**src/inc/apd_pkg.sv**
```systemverilog
// Behaviour
// - The reference DAC register is 12 bits wide, bits 11 and 10 read zero and bits 9..0 hold the value, MSB first.
// - Setting a deep, nap or auto-nap enable bit arms that mode on the rising edge of the write strobe.
// - Each power-down mode is left when a later configuration write clears its enable bit.
// - Entering or leaving power-down never changes any configuration field.
// - Starting deep or nap power-down aborts a running conversion so that no result is produced.
// - Deep power-down turns off everything but the digital interface, fully within 2 us.
// - After the deep bit is cleared the device is fully operational again after 1 us.
// - Nap is entered whatever the conversion state, cuts comparator bias within 200 ns while analog bias stays on, and recovers in 6 clocks.
// - Auto-nap naps after each conversion end, wakes on the next trigger within 6 clocks, and is off when its bit clears.
// - A configuration write with address 101 forces the whole device into reset on the write-strobe rising edge.
// - After a software reset the parallel interface is usable again after about 20 ns and must not be used before.
// - The input channel is chosen only by the configuration channel bits, never by a pin.
// - To read the DAC the host writes select 01 address 011, and the next read returns the value on the low bits.
package apd_pkg;

    // ----------------------------------------
    // Widths
    // ----------------------------------------
    localparam int unsigned BUS_W = 12;
    localparam int unsigned DAC_W = 10;
    localparam int unsigned TMR_W = 8;

    // ----------------------------------------
    // Configuration word layout
    // ----------------------------------------
    typedef struct packed {
        logic [1:0] reg_sel;
        logic [2:0] addr;
        logic deep_sleep_enable;
        logic nap_sleep_enable;
        logic auto_sleep_enable;
        logic [1:0] chan_sel;
        logic [1:0] spare;
    } apd_cfg_t;

    localparam logic [1:0] SEL_CFG = 2'h0;
    localparam logic [1:0] SEL_AUX = 2'h1;
    localparam logic [2:0] ADDR_DAC_WR = 3'h1;
    localparam logic [2:0] ADDR_DAC_RD = 3'h3;
    localparam logic [2:0] ADDR_RESET = 3'h5;

    // ----------------------------------------
    // Reset values
    // ----------------------------------------
    localparam logic [DAC_W-1:0] DAC_RESET = 10'h3ff;
    localparam logic [1:0] DAC_PAD = 2'h0;
    localparam apd_cfg_t CFG_RESET = '0;

    // ----------------------------------------
    // Timing
    // ----------------------------------------
    localparam int unsigned CLK_NS = 8;
    localparam int unsigned DEEP_WAKE_NS = 1000;
    localparam int unsigned SWRST_NS = 20;
    localparam int unsigned NAP_WAKE_CLKS = 6;
    localparam logic [TMR_W-1:0] DEEP_WAKE_CYC = TMR_W'((DEEP_WAKE_NS + CLK_NS - 1) / CLK_NS);
    localparam logic [TMR_W-1:0] SWRST_CYC = TMR_W'((SWRST_NS + CLK_NS - 1) / CLK_NS);
    localparam logic [TMR_W-1:0] NAP_WAKE_CYC = TMR_W'(NAP_WAKE_CLKS);

    // ----------------------------------------
    // Power states
    // ----------------------------------------
    typedef enum logic [2:0] {
        PD_ACTIVE,
        PD_DEEP,
        PD_NAP,
        PD_AUTO,
        PD_WAKE
    } apd_pd_t;

endpackage : apd_pkg

```
**src/design/apd_timer.sv**
```systemverilog
`timescale 1ns/10ps
module apd_timer (
    // Clock and reset
    input wire logic clk,
    input wire logic rst_b,
    // Control
    input wire logic load,
    input wire logic [apd_pkg::TMR_W-1:0] load_value,
    // Status
    output logic running,
    output logic expire
);

    logic [apd_pkg::TMR_W-1:0] count;
    logic [apd_pkg::TMR_W-1:0] next_count;
    wire last_tick = running && (count == apd_pkg::TMR_W'(1));

    // ----------------------------------------
    // Down counter
    // ----------------------------------------
    assign next_count = load ? load_value : (running ? count - apd_pkg::TMR_W'(1) : count);

    always_ff @(posedge clk) begin
        if (!rst_b) begin
            count <= '0;
            running <= 1'b0;
            expire <= 1'b0;
        end else begin
            count <= next_count;
            running <= load ? (load_value != '0) : (running && !last_tick);
            expire <= !load && last_tick;
        end
    end

endmodule : apd_timer

```
**src/design/apd_ctrl.sv**
```systemverilog
`timescale 1ns/10ps
module apd_ctrl (
    // Clock and reset
    input wire logic clk,
    input wire logic rst_b,
    // Parallel interface
    input wire logic wr_b,
    input wire logic rd_b,
    input wire logic [apd_pkg::BUS_W-1:0] data_in,
    output logic [apd_pkg::BUS_W-1:0] data_out,
    output logic data_oe_b,
    input wire logic conversion_trigger_b,
    // Conversion core
    input wire logic conv_done,
    output logic conv_start,
    output logic conv_abort,
    output logic conv_busy,
    // Analog controls
    output logic analog_bias_en,
    output logic comparator_bias_en,
    output logic [1:0] channel_select,
    output logic [apd_pkg::DAC_W-1:0] dac_value,
    // Status
    output logic interface_ready,
    output logic device_reset
);

    // ----------------------------------------
    // Decoding helpers
    // ----------------------------------------
    function automatic logic is_aux(input apd_pkg::apd_cfg_t w, input logic [2:0] a);
        is_aux = (w.reg_sel == apd_pkg::SEL_AUX) && (w.addr == a);
    endfunction : is_aux

    // ----------------------------------------
    // Strobe edges
    // ----------------------------------------
    logic wr_q;
    logic rd_q;
    logic trig_q;
    logic swrst_run;
    wire wr_rise = !wr_q && wr_b && !swrst_run;
    wire rd_fall = rd_q && !rd_b && !swrst_run;
    wire trig_fall = trig_q && !conversion_trigger_b && !swrst_run;
    wire apd_pkg::apd_cfg_t wr_word = apd_pkg::apd_cfg_t'(data_in);

    // ----------------------------------------
    // Write decode
    // ----------------------------------------
    logic dac_wr_armed;
    logic dac_rd_armed;
    wire data_phase = wr_rise && dac_wr_armed;
    wire ctrl_phase = wr_rise && !dac_wr_armed;
    wire cfg_write = ctrl_phase && (wr_word.reg_sel == apd_pkg::SEL_CFG);
    wire swrst_req = ctrl_phase && (wr_word.addr == apd_pkg::ADDR_RESET);
    wire dac_wr_req = ctrl_phase && is_aux(wr_word, apd_pkg::ADDR_DAC_WR);
    wire dac_rd_req = ctrl_phase && is_aux(wr_word, apd_pkg::ADDR_DAC_RD);

    // Internal reset covers both power-up and the software reset
    logic soft_rst;
    wire core_rst_b = rst_b && !soft_rst;

    // ----------------------------------------
    // Configuration register
    // ----------------------------------------
    apd_pkg::apd_cfg_t cfg;
    apd_pkg::apd_cfg_t next_cfg;
    assign next_cfg = (cfg_write && !swrst_req) ? wr_word : cfg;

    always_ff @(posedge clk) begin
        if (!core_rst_b) begin
            cfg <= apd_pkg::CFG_RESET;
        end else begin
            cfg <= next_cfg;
        end
    end

    // ----------------------------------------
    // Reference DAC register
    // ----------------------------------------
    logic [apd_pkg::DAC_W-1:0] next_dac;
    assign next_dac = data_phase ? data_in[apd_pkg::DAC_W-1:0] : dac_value;

    always_ff @(posedge clk) begin
        if (!core_rst_b) begin
            dac_value <= apd_pkg::DAC_RESET;
            dac_wr_armed <= 1'b0;
            dac_rd_armed <= 1'b0;
        end else begin
            dac_value <= next_dac;
            dac_wr_armed <= wr_rise ? dac_wr_req : dac_wr_armed;
            dac_rd_armed <= wr_rise ? dac_rd_req : (rd_fall ? 1'b0 : dac_rd_armed);
        end
    end

    // ----------------------------------------
    // Read path
    // ----------------------------------------
    logic [apd_pkg::BUS_W-1:0] rd_data;
    logic rd_hold;
    wire [apd_pkg::BUS_W-1:0] dac_word = {apd_pkg::DAC_PAD, dac_value};
    // Configuration readback shows the live power-mode bits untouched by sleep
    wire [apd_pkg::BUS_W-1:0] next_rd_data = rd_fall ? (dac_rd_armed ? dac_word : apd_pkg::BUS_W'(cfg)) : rd_data;

    always_ff @(posedge clk) begin
        if (!core_rst_b) begin
            rd_data <= '0;
            rd_hold <= 1'b0;
        end else begin
            rd_data <= next_rd_data;
            rd_hold <= rd_fall ? 1'b1 : (rd_b ? 1'b0 : rd_hold);
        end
    end

    // ----------------------------------------
    // Timers
    // ----------------------------------------
    logic wake_load;
    logic [apd_pkg::TMR_W-1:0] wake_value;
    logic wake_run;
    logic wake_expire;

    apd_timer u_wake (
        .clk(clk),
        .rst_b(core_rst_b),
        .load(wake_load),
        .load_value(wake_value),
        .running(wake_run),
        .expire(wake_expire)
    );

    apd_timer u_swrst (
        .clk(clk),
        .rst_b(rst_b),
        .load(swrst_req),
        .load_value(apd_pkg::SWRST_CYC),
        .running(swrst_run),
        .expire()
    );

    always_ff @(posedge clk) begin
        if (!rst_b) begin
            soft_rst <= 1'b0;
        end else begin
            soft_rst <= swrst_req;
        end
    end

    // ----------------------------------------
    // Power-down state machine
    // ----------------------------------------
    apd_pkg::apd_pd_t pd_state;
    apd_pkg::apd_pd_t next_pd_state;
    logic trig_pend;
    logic next_trig_pend;
    logic start_now;

    wire deep_on = next_cfg.deep_sleep_enable;
    wire nap_on = next_cfg.nap_sleep_enable;
    wire auto_on = next_cfg.auto_sleep_enable;

    always_comb begin
        next_pd_state = pd_state;
        wake_load = 1'b0;
        wake_value = apd_pkg::NAP_WAKE_CYC;
        next_trig_pend = trig_pend;
        start_now = 1'b0;
        case (pd_state)
            apd_pkg::PD_ACTIVE: begin
                if (cfg_write && deep_on) begin
                    next_pd_state = apd_pkg::PD_DEEP;
                end else if (cfg_write && nap_on) begin
                    next_pd_state = apd_pkg::PD_NAP;
                end else if (conv_done && auto_on) begin
                    next_pd_state = apd_pkg::PD_AUTO;
                end else if (trig_fall && !conv_busy) begin
                    start_now = 1'b1;
                end
            end
            apd_pkg::PD_DEEP: begin
                if (cfg_write && !deep_on) begin
                    next_pd_state = apd_pkg::PD_WAKE;
                    wake_load = 1'b1;
                    wake_value = apd_pkg::DEEP_WAKE_CYC;
                end
            end
            apd_pkg::PD_NAP: begin
                if (cfg_write && deep_on) begin
                    next_pd_state = apd_pkg::PD_DEEP;
                end else if (cfg_write && !nap_on) begin
                    next_pd_state = apd_pkg::PD_WAKE;
                    wake_load = 1'b1;
                end
            end
            apd_pkg::PD_AUTO: begin
                if (cfg_write && deep_on) begin
                    next_pd_state = apd_pkg::PD_DEEP;
                end else if (cfg_write && nap_on) begin
                    next_pd_state = apd_pkg::PD_NAP;
                end else if (cfg_write && !auto_on) begin
                    next_pd_state = apd_pkg::PD_WAKE;
                    wake_load = 1'b1;
                end else if (trig_fall) begin
                    next_pd_state = apd_pkg::PD_WAKE;
                    wake_load = 1'b1;
                    next_trig_pend = 1'b1;
                end
            end
            apd_pkg::PD_WAKE: begin
                if (cfg_write && deep_on) begin
                    next_pd_state = apd_pkg::PD_DEEP;
                    next_trig_pend = 1'b0;
                end else if (cfg_write && nap_on) begin
                    next_pd_state = apd_pkg::PD_NAP;
                    next_trig_pend = 1'b0;
                end else if (trig_fall) begin
                    next_trig_pend = 1'b1;
                end else if (wake_expire) begin
                    next_pd_state = apd_pkg::PD_ACTIVE;
                    start_now = trig_pend;
                    next_trig_pend = 1'b0;
                end
            end
            default: begin
                next_pd_state = apd_pkg::PD_ACTIVE;
                next_trig_pend = 1'b0;
            end
        endcase
    end

    // A conversion is aborted whenever deep or nap takes over from a busy core
    wire enter_hard_sleep = (next_pd_state == apd_pkg::PD_DEEP || next_pd_state == apd_pkg::PD_NAP) &&
                            (pd_state != next_pd_state);

    always_ff @(posedge clk) begin
        if (!core_rst_b) begin
            pd_state <= apd_pkg::PD_ACTIVE;
            trig_pend <= 1'b0;
        end else begin
            pd_state <= next_pd_state;
            trig_pend <= next_trig_pend;
        end
    end

    // ----------------------------------------
    // Conversion control
    // ----------------------------------------
    always_ff @(posedge clk) begin
        if (!core_rst_b) begin
            conv_busy <= 1'b0;
            conv_start <= 1'b0;
            conv_abort <= 1'b0;
        end else begin
            conv_start <= start_now;
            conv_abort <= enter_hard_sleep && conv_busy;
            conv_busy <= start_now ? 1'b1 : ((conv_done || enter_hard_sleep) ? 1'b0 : conv_busy);
        end
    end

    // ----------------------------------------
    // Analog controls and pins
    // ----------------------------------------
    // Biases drop in the very next cycle, far inside either activation limit
    wire next_analog_on = (next_pd_state != apd_pkg::PD_DEEP);
    wire next_comp_on = next_analog_on && (next_pd_state != apd_pkg::PD_NAP) &&
                        (next_pd_state != apd_pkg::PD_AUTO);

    always_ff @(posedge clk) begin
        if (!core_rst_b) begin
            analog_bias_en <= 1'b1;
            comparator_bias_en <= 1'b1;
            channel_select <= apd_pkg::CFG_RESET.chan_sel;
            data_out <= '0;
            data_oe_b <= 1'b1;
        end else begin
            analog_bias_en <= next_analog_on;
            comparator_bias_en <= next_comp_on;
            channel_select <= next_cfg.chan_sel;
            data_out <= next_rd_data;
            data_oe_b <= !(rd_fall || (rd_hold && !rd_b));
        end
    end

    // ----------------------------------------
    // Interface status
    // ----------------------------------------
    always_ff @(posedge clk) begin
        if (!rst_b) begin
            wr_q <= 1'b1;
            rd_q <= 1'b1;
            trig_q <= 1'b1;
            interface_ready <= 1'b1;
            device_reset <= 1'b0;
        end else begin
            wr_q <= wr_b;
            rd_q <= rd_b;
            trig_q <= conversion_trigger_b;
            interface_ready <= !(swrst_req || swrst_run);
            device_reset <= swrst_req;
        end
    end

endmodule : apd_ctrl

```
**config.mk**
```make
export PLATFORM = sky130hd
export DESIGN_NAME = apd_ctrl
export DESIGN_NICKNAME = d
export VERILOG_FILES = /design/src/inc/apd_pkg.sv /design/src/design/apd_timer.sv /design/src/design/apd_ctrl.sv
export SDC_FILE = /design/constraint.sdc
export NUM_CORES = 1
export LEC_CHECK = 0
export ABC_AREA = 1
export BUFFER_PORTS_ARGS = -buffer_cell sky130_fd_sc_hd__buf_2
export CORE_MARGIN = 3
export CORE_UTILIZATION = 45
export CTS_CLUSTER_SIZE = 24
export DETAILED_ROUTE_END_ITERATION = 7
export PLACE_DENSITY = 0.66
export SETUP_SLACK_MARGIN = 0.02
export SLEW_MARGIN = 20
export SYNTH_ARGS = -nofsm -noshare
export SYNTH_HDL_FRONTEND = slang
export SYNTH_SLANG_ARGS = --single-unit
```
**constraint.sdc**
```tcl
create_clock -name clk -period 2.41 [get_ports clk]
set_clock_uncertainty 0.1 [all_clocks]
set_input_delay 0.1205 -clock clk [delete_from_list [all_inputs] [get_ports clk]]
set_output_delay 0.1205 -clock clk [all_outputs]
set_load 0.02 [all_outputs]
```
==> results.json <==
{
  "core_um2": 6910,
  "total_power_w": 0.00218,
  "status": "complete, no violations",
  "wire_per_inst_um": 12.4,
  "placed_cell_area_um2": 3540,
  "yosys-top-cells-area": "dfxtp_1 44%, nand2_1 11%, inv_1 6.1%",
  "intPower_w": 0.00164,
  "setup_viol": 0,
  "cp-start-kind": "flip-flop",
  "drc_errors": 0,
  "cp.required_ns": 2.54,
  "synth-compound-area-share_pct": 13.8,
  "place.gp.congestion": 0.843,
  "p_clk_share_pct": 34.7,
  "power_density_nw_per_um2": 557,
  "numCtsBuffers": 9,
  "synth-xor-area-share_pct": 1.62,
  "synth_fp_nets": 458,
  "row_count": 30,
  "ys_types": 38,
  "leakage_nw": 1.76,
  "synth-async-reset-ratio_pct": 0,
  "yosys.area.top_type": "dfxtp_1",
  "diodes": 0,
  "hold_violations": 0,
  "p_sw_share_pct": 24.8,
  "tightest_slew_ns": 0.605,
  "synth-main-ff-cell": "dfxtp_1",
  "fin_crit_ns": 2.19,
  "holdCritPathClass": "primary input to flip-flop",
  "final_max_slew_viol_count": 0,
  "routed_wl_um": 7500,
  "grt_usage_pct": 18.8,
  "min_period_over_period_pct": 90.8,
  "portBuffers": 49,
  "firstDrtPassIters": 4,
  "p_sw_w": 0.000541,
  "grt_pass1_wl_um": 12900,
  "cts.path.max_buffers": 2,
  "synth_edf_count": 0,
  "initial_utilization_pct": 47.1,
  "drive_gt1_share_pct": 18.3,
  "tritoncts": "done",
  "pwr-share-comb_pct": 9.5,
  "hpwlAfterDp_um": 5160,
  "grt_max_degree": 39,
  "rsz0062_at_grt": "false",
  "yosys.area_share.simple_pct": 30.2,
  "dieWidth_um": 91.0,
  "finalSetupTns_ns": 0,
  "max-vdd-ir-drop_uv": 256,
  "antenna_found_initial": 0,
  "synth_top_family_by_area": "simple AND/OR/NAND/NOR gates",
  "maxCapViolCount": 0,
  "die_h_um": 91.0,
  "synth.mux.area_fraction_pct": 0,
  "vias": 2987,
  "clk_pin_slew_ns": 0.07,
  "critical_path_arrival_ns": 2.32,
  "syn-instance-count": 436,
  "p_seq_share_pct": 55.8,
  "grt_remaining_overflow": 0,
  "cts.sinks": 71,
  "synth_area_um2": 3250,
  "synth_fa_ha_area_share_pct": 1.54,
  "viasPerCell": 4.94,
  "path_max_fanout": 11,
  "dieArea_um2": 8280,
  "relSlewSlack_pct": 59.7,
  "area_growth_pct": 20.5,
  "ys_warn_count": 0,
  "final_area_um2": 3920,
  "cts_max_level": 3,
  "synth.avg_cell_area_um2": 7.46,
  "root_buffer": "clkbuf_8",
  "synth_top_area_share_pct": 43.7,
  "crit_type": "flip-flop to flip-flop",
  "achievable-frequency_ghz": 0.457,
  "seq_area_frac_synth_pct": 43.7,
  "first_global_vias": 2845,
  "insertion_delay_ns": 0.33,
  "io_pins": 50,
  "ys_ff_latch": 71,
  "nets": 528,
  "endpoint_kind": "flip-flop",
  "antenna_left": 0,
  "drtIter0Drc": 103
}
-- flip-flops by register name (all words and copies together), names as in the netlist, 2 cells and up --
register and flops:
channel_select 2, u_wake.count 8, data_out 12, dac_value 10
u_swrst.count 8, pd_state 3, cfg 10
-- path summary, 6_finish.rpt --
| kind | from | end | slack (ns) | cells after the start |
|---|---|---|---|---|
| min | rst_b | interface_ready | 0.006 | 2 |
| max reg2reg | u_swrst.running | u_wake.count[3] | 0.22 | 11 |
| max | u_swrst.running | u_wake.count[3] | 0.22 | 11 |
| min reg2reg | cfg[11] | cfg[11] | 0.34 | 2 |
-- timing repair --
| action | CTS | global route |
|---|---|---|
| hold buffers | 15 | 0 |
| setup buffers | 0 | 8 |
| resized for setup | 0 | 3 |
| hold endpoints to repair | 18 | 0 |
| setup endpoints to repair | 0 | 10 |
-- per-layer routing --
layer  track usage (%)  vias up  wire, um
met5                 0        -         0
met4              6.53        0        72
met3              4.39        8       361
met2              31.1       69      3490
met1              24.0     1346      3570
li1                  -     1564         -
-- stage by stage --
step | worst slack [ns] | instances | util [%] | hold slack [ns]
6_report | 0.221 | 605 | 56.7 | 0.00643
5_1_grt | 0.0277 | 605 | 56.7 | 0.0366
4_1_cts | 0.174 | 596 | 55.6 | 0.00300
3_5_place_dp | 0.223 | 567 | 51.3 | 0.231
3_3_place_gp | 0.291 | 567 | 51.3 | 0.232
2_1_floorplan | 0.487 | 436 | - | 0.0892
-- power by group through the flow --
| stage | clock network (W) | logic (W) | registers [W] |
|---|---|---|---|
| 6_report | 0.000756 | 0.000207 | 0.00122 |
| 5_1_grt | 0.000822 | 0.000233 | 0.00122 |
| 2_1_floorplan | 0 | 0.000104 | 0.00126 |
| 3_5_place_dp | 0 | 0.000185 | 0.00124 |
| 4_1_cts | 0.000781 | 0.000203 | 0.00122 |
| 3_3_place_gp | 0 | 0.000183 | 0.00124 |
-- synth_stat cells, types with 2 or more instances --
cell / instances
or2_2: 3
nand3_2: 3
inv_1: 53
nand2_1: 93
o21ai_1: 4
o21ai_0: 24
nand3_1: 27
xor2_1: 5
o211ai_1: 8
buf_4: 2
a31oi_1: 11
nor4_1: 4
nand4_2: 2
a41oi_1: 2
nor3_1: 5
nor2_1: 50
dfxtp_1: 71
clkbuf_1: 11
clkinv_1: 3
a21oi_1: 24
nand3_4: 2
nor2_2: 2
a211oi_1: 2
nand4_1: 7
nand2_4: 2
ha_1: 4
-- worst max-delay path: stages, from the launching register on --
cell and delay (ns):
dfxtp_1 0.41, nor2_4 0.16, nand3_4 0.11, nor2_8 0.20, buf_4 0.16, nand3_4 0.13, nand4_2 0.15, nand2_2 0.10
o21ai_4 0.25, nand2_4 0.11, o21ai_1 0.14, nor2_1 0.06
-- cells in the final DEF, fill, tap and decap left out, types with 5 or more instances in the layout --
cell type       n
nand2_1        92
dfxtp_1        71
inv_1          52
nor2_1         49
buf_2          49
nand3_1        27
o21ai_0        24
a21oi_1        24
dlygate4sd3_1  15
a31oi_1        11
clkbuf_8        9
buf_4           9
o211ai_1        8
nand4_1         7
nor3_1          5
xor2_1          5
-- final cells by class --
class,instances,area [um2]
Inverter,57,214
Tap cell,96,120
Clock buffer,12,135
Multi-Input combinational cell,294,1550
Clock inverter,2,10.0
Timing Repair Buffer,73,463
Fill cell,679,2990
Sequential cell,71,1420
-- cell families after synthesis --
group	after synthesis
buf+inv	72
simple gates	206
flops	71
compound gates	77
xor+xnor	6
fa+ha+maj	4
(Power assumes the default switching activity.)
